`config.mk`:
```
export PLATFORM = sky130hd
export DESIGN_NAME = swe_spi_mem
export DESIGN_NICKNAME = d
export VERILOG_FILES = /design/src/rtl/swe_pkg.sv /design/src/rtl/swe_mem.sv /design/src/rtl/swe_spi_mem.sv
export SDC_FILE = /design/constraint.sdc
export NUM_CORES = 2
export LEC_CHECK = 0
export BUFFER_PORTS_ARGS = -buffer_cell sky130_fd_sc_hd__buf_4
export CAP_MARGIN = 20
export CORE_MARGIN = 2
export CORE_UTILIZATION = 60
export CTS_CLUSTER_SIZE = 20
export DETAILED_ROUTE_END_ITERATION = 6
export PLACE_DENSITY = 0.77
export SYNTH_ARGS = -nofsm -noshare
export SYNTH_HDL_FRONTEND = slang
export SYNTH_SLANG_ARGS = --single-unit
export TNS_END_PERCENT = 10
```
`constraint.sdc`:
```
create_clock -name ref_clk -period 12.1 [get_ports ref_clk]
set_clock_uncertainty 0.2 [all_clocks]
set_input_delay 1.21 -clock ref_clk [delete_from_list [all_inputs] [get_ports ref_clk]]
set_output_delay 1.21 -clock ref_clk [all_outputs]
set_load 0.02 [all_outputs]
```
`src/rtl/swe_pkg.sv`:
```
// constants and types for the spi write-enable memory block
package swe_pkg;
    localparam int ADDR_W = 9;
    localparam int DEPTH = 512;
    localparam logic [7:0] OP_WRITE = 8'h02;
    localparam logic [7:0] OP_READ = 8'h03;
    localparam logic [7:0] OP_ADDR_HI = 8'h08;
    localparam int OP_ADDR_HI_BIT = 3;
    // command codes below are the common defaults for this device class
    localparam logic [7:0] OP_SET_WEN = 8'h06;
    localparam logic [7:0] OP_CLR_WEN = 8'h04;
    localparam logic [7:0] OP_STAT_RD = 8'h05;
    localparam logic [7:0] OP_STAT_WR = 8'h01;
    localparam int WEN_FLAG_BIT = 1;
    localparam int BP_LO_BIT = 2;
    localparam int BP_HI_BIT = 3;
    localparam logic [7:0] STATUS_RESET = 8'h00;
    localparam logic [2:0] LAST_BIT = 3'h7;
    typedef enum logic [2:0] {
        PH_CMD = 3'b000,
        PH_ADDR = 3'b001,
        PH_DATA_WR = 3'b010,
        PH_DATA_RD = 3'b011,
        PH_STAT_WR = 3'b100,
        PH_STAT_RD = 3'b101,
        PH_IGNORE = 3'b110
    } swe_phase_t;
endpackage

```
`src/rtl/swe_mem.sv`:
```
// 512 x 8 array with registered read data
`timescale 1ns/10ps
`default_nettype none
module swe_mem (
    // clock
    input wire logic clk,
    // write port
    input wire logic we,
    input wire logic [swe_pkg::ADDR_W-1:0] waddr,
    input wire logic [7:0] wdata,
    // read port
    input wire logic [swe_pkg::ADDR_W-1:0] raddr,
    output logic [7:0] rdata
);
    logic [7:0] mem [swe_pkg::DEPTH];

    always_ff @(posedge clk) begin
        if (we) begin
            mem[waddr] <= wdata;
        end
        rdata <= mem[raddr];
    end
endmodule
`default_nettype wire

```
`src/rtl/swe_spi_mem.sv`:
```
// spi memory slave: command decode, write-enable flag, status register
//
// Notes on behaviour
// [RQ1] set-enable command sets flag, shown in status
// [RQ2] writes accepted only while flag is one
// [RQ3] the written status byte never changes the flag
// [RQ4] completed status or low-half write clears flag
// [RQ5] completed upper-half write leaves flag set
// [RQ6] flag is status bit 1, reset zero
// [RQ7] status bits 2,3 hold protect range
// [RQ8] status bits 0,4-7 read zero
// [RQ9] nine-bit address, msb inside command byte
// [RQ10] write command 0000a010, a is bit 8
// [RQ11] read command 0000a011, a is bit 8
// [RQ12] clear-enable command clears flag, blocks writes
// [RQ13] host sends clear-enable after each write; the testbench sends it after one write only, the one to 9'h100
// [RQ14] host reproduces defect via upper-half write
// [RQ15] low address byte, then data, wrapping address
// [RQ16] chip select frames; bytes act when complete
`timescale 1ns/10ps
`default_nettype none
module swe_spi_mem (
    // clock and reset
    input wire logic ref_clk,
    input wire logic rst,
    // spi pins
    input wire logic cs_n,
    input wire logic sck,
    input wire logic mosi,
    output logic miso,
    output logic miso_oe
);
    ////////////////////////////////////////////////////////////////////////
    typedef struct packed {
        logic cs_meta;
        logic cs_sync;
        logic cs_prev;
        logic sck_meta;
        logic sck_sync;
        logic sck_prev;
        logic mosi_meta;
        logic mosi_sync;
        swe_pkg::swe_phase_t phase;
        logic is_read;
        logic hi_op;
        logic wrote;
        logic [2:0] bitcnt;
        logic [7:0] rx;
        logic [7:0] tx;
        logic [swe_pkg::ADDR_W-1:0] addr;
        logic [1:0] fetch;
        logic wen_flag;
        logic [1:0] bp;
        logic mem_we;
        logic [swe_pkg::ADDR_W-1:0] mem_wa;
        logic [7:0] mem_wd;
        logic miso;
        logic miso_oe;
    } swe_state_t;

    swe_state_t st_r;
    swe_state_t st_nxt;
    logic [7:0] mem_rdata;
    logic sck_rise;
    logic sck_fall;
    logic frame_end;
    logic byte_done;
    logic [7:0] byte_in;
    logic [7:0] status_word;

    swe_mem u_mem (
        .clk(ref_clk),
        .we(st_r.mem_we),
        .waddr(st_r.mem_wa),
        .wdata(st_r.mem_wd),
        .raddr(st_r.addr),
        .rdata(mem_rdata)
    );

    ////////////////////////////////////////////////////////////////////////
    // edges are found on the second sync stage only
    assign sck_rise = st_r.sck_sync && !st_r.sck_prev && !st_r.cs_sync;
    assign sck_fall = !st_r.sck_sync && st_r.sck_prev && !st_r.cs_sync;
    assign frame_end = st_r.cs_sync && !st_r.cs_prev;
    assign byte_done = sck_rise && (st_r.bitcnt == swe_pkg::LAST_BIT);
    assign byte_in = {st_r.rx[6:0], st_r.mosi_sync};

    always_comb begin
        status_word = swe_pkg::STATUS_RESET; // see [RQ8]
        status_word[swe_pkg::WEN_FLAG_BIT] = st_r.wen_flag; // see [RQ1] see [RQ6]
        status_word[swe_pkg::BP_LO_BIT] = st_r.bp[0]; // see [RQ7]
        status_word[swe_pkg::BP_HI_BIT] = st_r.bp[1];
    end

    always_comb begin
        st_nxt = st_r;
        st_nxt.cs_meta = cs_n;
        st_nxt.cs_sync = st_r.cs_meta;
        st_nxt.cs_prev = st_r.cs_sync;
        st_nxt.sck_meta = sck;
        st_nxt.sck_sync = st_r.sck_meta;
        st_nxt.sck_prev = st_r.sck_sync;
        st_nxt.mosi_meta = mosi;
        st_nxt.mosi_sync = st_r.mosi_meta;
        st_nxt.mem_we = 1'b0;
        st_nxt.fetch = {st_r.fetch[0], 1'b0};
        if (st_r.fetch[1]) begin
            st_nxt.tx = mem_rdata; // see [RQ15]
        end
        if (sck_rise) begin
            st_nxt.rx = byte_in;
            st_nxt.bitcnt = st_r.bitcnt + 3'h1;
        end
        if (sck_fall) begin
            st_nxt.miso = st_r.tx[7];
            st_nxt.tx = {st_r.tx[6:0], 1'b0};
            st_nxt.miso_oe = (st_r.phase == swe_pkg::PH_DATA_RD) || (st_r.phase == swe_pkg::PH_STAT_RD);
        end
        if (byte_done) begin
            case (st_r.phase)
                swe_pkg::PH_CMD: begin
                    st_nxt.hi_op = byte_in[swe_pkg::OP_ADDR_HI_BIT];
                    if ((byte_in & ~swe_pkg::OP_ADDR_HI) == swe_pkg::OP_WRITE) begin // see [RQ10]
                        st_nxt.phase = swe_pkg::PH_ADDR;
                        st_nxt.is_read = 1'b0;
                    end else if ((byte_in & ~swe_pkg::OP_ADDR_HI) == swe_pkg::OP_READ) begin // see [RQ11]
                        st_nxt.phase = swe_pkg::PH_ADDR;
                        st_nxt.is_read = 1'b1;
                    end else if (byte_in == swe_pkg::OP_SET_WEN) begin
                        st_nxt.wen_flag = 1'b1; // see [RQ1]
                        st_nxt.phase = swe_pkg::PH_IGNORE;
                    end else if (byte_in == swe_pkg::OP_CLR_WEN) begin
                        st_nxt.wen_flag = 1'b0; // see [RQ12]
                        st_nxt.phase = swe_pkg::PH_IGNORE;
                    end else if (byte_in == swe_pkg::OP_STAT_RD) begin
                        st_nxt.tx = status_word;
                        st_nxt.phase = swe_pkg::PH_STAT_RD;
                    end else if (byte_in == swe_pkg::OP_STAT_WR) begin
                        st_nxt.phase = swe_pkg::PH_STAT_WR;
                    end else begin
                        st_nxt.phase = swe_pkg::PH_IGNORE;
                    end
                end
                swe_pkg::PH_ADDR: begin
                    st_nxt.addr = {st_r.hi_op, byte_in}; // see [RQ9]
                    if (st_r.is_read) begin
                        st_nxt.phase = swe_pkg::PH_DATA_RD;
                        st_nxt.fetch = 2'b01;
                    end else begin
                        st_nxt.phase = swe_pkg::PH_DATA_WR;
                    end
                end
                swe_pkg::PH_DATA_WR: begin
                    // each byte lands as soon as it is complete; see [RQ16]
                    st_nxt.mem_we = st_r.wen_flag; // see [RQ2]
                    st_nxt.mem_wa = st_r.addr;
                    st_nxt.mem_wd = byte_in;
                    st_nxt.wrote = st_r.wrote || st_r.wen_flag;
                    st_nxt.addr = st_r.addr + 9'h001; // see [RQ15]
                end
                swe_pkg::PH_DATA_RD: begin
                    st_nxt.addr = st_r.addr + 9'h001;
                    st_nxt.fetch = 2'b01;
                end
                swe_pkg::PH_STAT_WR: begin
                    // flag bit of the written byte is dropped; see [RQ3]
                    if (st_r.wen_flag) begin // see [RQ2]
                        st_nxt.bp = {byte_in[swe_pkg::BP_HI_BIT], byte_in[swe_pkg::BP_LO_BIT]}; // see [RQ7]
                        st_nxt.wrote = 1'b1;
                    end
                    st_nxt.phase = swe_pkg::PH_IGNORE;
                end
                swe_pkg::PH_STAT_RD: begin
                    st_nxt.tx = status_word;
                end
                default: begin
                    st_nxt.phase = swe_pkg::PH_IGNORE;
                end
            endcase
        end
        if (st_r.cs_sync) begin
            st_nxt.phase = swe_pkg::PH_CMD; // see [RQ16]
            st_nxt.bitcnt = 3'h0;
            st_nxt.miso_oe = 1'b0;
            st_nxt.wrote = 1'b0;
            st_nxt.fetch = 2'b00;
        end
        if (frame_end && st_r.wrote) begin
            // upper-half array write keeps the flag, a known silicon quirk
            if (st_r.phase == swe_pkg::PH_IGNORE || !st_r.hi_op) begin // see [RQ4]
                st_nxt.wen_flag = 1'b0;
            end // see [RQ5]
        end
    end

    always_ff @(posedge ref_clk or posedge rst) begin
        if (rst) begin
            st_r <= '{cs_meta: 1'b1, cs_sync: 1'b1, cs_prev: 1'b1, phase: swe_pkg::PH_CMD,
                      default: '0}; // see [RQ6]
        end else begin
            st_r <= st_nxt;
        end
    end

    assign miso = st_r.miso;
    assign miso_oe = st_r.miso_oe;
endmodule
`default_nettype wire

```
==> results.json <==
{
  "clkLatencyLatePin_ps": 930,
  "synthCells": 7803,
  "arrival_ps": 6440,
  "clk_pin_slew_worst_paths_ps": 60,
  "port_buffers": 6,
  "syn_avg_cell_area_sq_um": 20.72,
  "cts_htree_levels": 5,
  "ys_ff_latch": 4170,
  "r2r_cells": 9,
  "path_buf_inv": 3,
  "end_kind": "register",
  "wl_met2_microns": 192700,
  "track_usage": 0.2973,
  "grt_max_degree": 241,
  "nNetsFinal": 7871,
  "p_switching_mw": 5.372,
  "seqPwrFrac": 0.557,
  "place_hpwl_microns": 228400,
  "syn_area_sq_um": 161700,
  "crit_chain": "buf_4 > buf_4 > buf_4 > mux4_2 > a22o_1 > a221oi_1 > o22ai_1 > o21ai_0 > a41oi_1",
  "yosys_warnings": 0,
  "p_comb_frac": 0.001,
  "ys_seq_area_frac": 0.7718,
  "wl_per_cell_microns": 34.65,
  "post-cts-setup-buffers": 0,
  "r2r_start": "st_r[25]",
  "hp-start": "st_nxt[65]",
  "post-place-ws_ps": 6120,
  "syn_to_final_growth_pct": 10.25,
  "powerDensity_nw_per_um2": 157.5,
  "cts.path.max_buffers": 4,
  "slowest_delay_ps": 890,
  "die_width_microns": 523.2,
  "p_int_mw": 22.71,
  "cts_root_buffer": "clkbuf_16",
  "post-route-period-util": 0.4871,
  "drv_slew": 0,
  "min_to": "st_nxt[64]",
  "drtIter0Drc": 14030,
  "hold_depth": 0,
  "dieArea_sq_um": 273700,
  "vias": 83100,
  "coreArea_sq_um": 267900,
  "die_h_microns": 523.2,
  "hold_viol_final": 0,
  "p_leak_nw": 58.84,
  "wirelength_microns": 407000,
  "wl_met3_microns": 50400,
  "r2r_slack_ps": 6210,
  "yosys_most_used_dff": "edfxtp_1",
  "crit_cells": 9,
  "fin_total_pwr_mw": 28.08,
  "relSlewSlack": 0.05436,
  "rows": 190,
  "maxCapViolCount": 0,
  "grt_pass1_wl_microns": 583500,
  "rsz0062_at_grt": "false",
  "reg2reg_to": "u_mem.rdata[6]",
  "p_clk_frac": 0.441,
  "fillers": 16030,
  "wl_met1_microns": 143600,
  "fin_ws_ps": 6206,
  "drt_pass1_iterations": 7,
  "ctsResizeCount": 0,
  "ant_nets": 0,
  "dr.max_layer_used": "met5",
  "finish.utilization": 0.6654,
  "tritoncts": "yes",
  "antenna_found_initial": 24,
  "ctsHoldBuffers": 0,
  "crit_path_top_delay_cell": "o21ai_0",
  "synthDistinctLibCells": 70,
  "fmax_mhz": 169.7,
  "cts.sinks": 4170,
  "cp-start-kind": "register",
  "grt_pass1_vias": 82400,
  "synth_nets": 7811,
  "io_pins": 7,
  "tightest_slew_ps": 1418,
  "setup_viol": 0,
  "min_path_type": "reg2reg",
  "initial_utilization": 0.6036,
  "viasPerCell": 7.075,
  "critPathTopFamily": "buffers and inverters",
  "async_reset_ff_frac": 0.01583,
  "gp_congestion": 0.8746,
  "cp_max_fo": 43,
  "synth-edff-count": 4096,
  "layout-drive-gt1-share": 0.2186,
  "tns_ps": 0,
  "p_sw_frac": 0.1913,
  "critPathKind": "reg2reg",
  "numCtsBuffers": 402,
  "drc": 6,
  "ir_drop_mv": 0.1392,
  "path_common_cell": "buf_4",
  "cp.required_ps": 12640,
  "violations": "DRC",
  "status": "finished with violations",
  "overflow": 0,
  "min_period_ps": 5894
}
[through the flow]
stage | std cells | cell area (sq um) | hold slack [ps]
after global routing | 11740 | 178300 | 159.6
after CTS | 11720 | 178000 | 158.6
after detailed placement | 11000 | 165100 | 139.6
after global placement | 11000 | 165100 | 137.5
final | 11750 | 178300 | 157.5
after floorplan | 7803 | 161700 | 131.2
[cells in the mapped netlist (17+ instances only)]
master       n  area [sq um]
mux2_2      65         732.0
nand4_1     75         469.2
a221oi_1    47         411.6
a22o_1      48         420.4
a31oi_1     22         137.6
buf_2       63         315.3
a22oi_1    116         870.8
nand2_1    227         852.1
buf_6       52         585.6
nor2b_1     19         118.9
nor2_1     629          2361
mux2i_1    207          2072
o22ai_1     98         613.1
dfrtp_1     63          1577
clkbuf_1   272          1021
nor3_1      48         240.2
o211ai_1    17         127.6
o221ai_1    31         271.5
o21ai_0     71         355.3
mux4_2     944         21260
nand3_1    163         815.8
edfxtp_1  4096        123000
buf_1       44         165.2
and3_1      27         168.9
a211oi_1    19         142.6
a21oi_1     92         460.4
buf_4       57         427.9
[registers in the layout (all words and copies together), names as in the netlist]
name and cells:
u_mem.mem 4096, st_r 51, byte_in 8, u_mem.rdata 8
st_nxt 5, miso 1, miso_oe 1
[routing by layer]
metal,GRT usage,vias to the layer above
li1,-,32540
met1,0.4135,43080
met2,0.4562,6401
met3,0.07197,1052
met4,0.1306,24
met5,0,-
[power groups by stage]
stage,Combinational (mW),Sequential (mW),Clock (mW)
final,0.0418,15.6,12.4
after global routing,0.0461,15.6,12.9
after CTS,0.0415,15.6,12.4
after detailed placement,0.0411,16.0,0
after global placement,0.0390,16.0,0
after floorplan,0.0295,15.9,0
[area by class of cell]
| cell class | count | area, sq um | area share |
|---|---|---|---|
| sequential | 4170 | 124900 | 0.7004 |
| tap | 3552 | 4444 | 0.02493 |
| timing repair buffer | 150 | 1530 | 0.008583 |
| clock buffer | 487 | 10600 | 0.05944 |
| multi-input combinational | 3127 | 34480 | 0.1934 |
| antenna | 13 | 32.53 | 0.0001825 |
| clock inverter | 235 | 2292 | 0.01286 |
| inverter | 12 | 50.05 | 0.0002807 |
[placed cells by master (no fill, tap or decap), types with 71 or more instances in the layout]
cell type / synthesis / final
mux2i_1: 207 / 207
clkinv_1: 1 / 85
a22oi_1: 116 / 116
buf_4: 57 / 119
nor2_1: 629 / 626
nand2_1: 227 / 215
mux4_2: 944 / 944
nand3_1: 163 / 159
o21ai_0: 71 / 71
o22ai_1: 98 / 98
clkinv_2: 0 / 72
clkbuf_16: 0 / 408
edfxtp_1: 4096 / 4096
nand4_1: 75 / 75
a21oi_1: 92 / 92
[cell families (layout without fill, tap and decap cells)]
kind of cell               Yosys count  count (layout)  synth area share
other                                0              13                 0
muxes                             1216            1216            0.1488
xor gates and xnor gates             1               1        0.00005417
adders and majority gates            3               3         0.0002321
DFF                               4170            4170            0.7718
AOI/OAI and AO/OA                  618             618           0.02676
buffers and inverters              506             884           0.01645
and+or+nand+nor                   1289            1289           0.03587
[how the worst max path moves through the flow]
stage	slack, ps	to	from
floorplan	4430	u_mem.mem[0][0]	st_r[2]
global placement	6120	u_mem.rdata[6]	st_r[25]
detailed placement	6120	u_mem.rdata[6]	st_r[25]
CTS	6060	u_mem.rdata[6]	st_r[25]
global route	5830	u_mem.rdata[6]	st_r[25]
finish	6210	u_mem.rdata[6]	st_r[25]
Note: power is estimated with default switching activity, not from simulation.
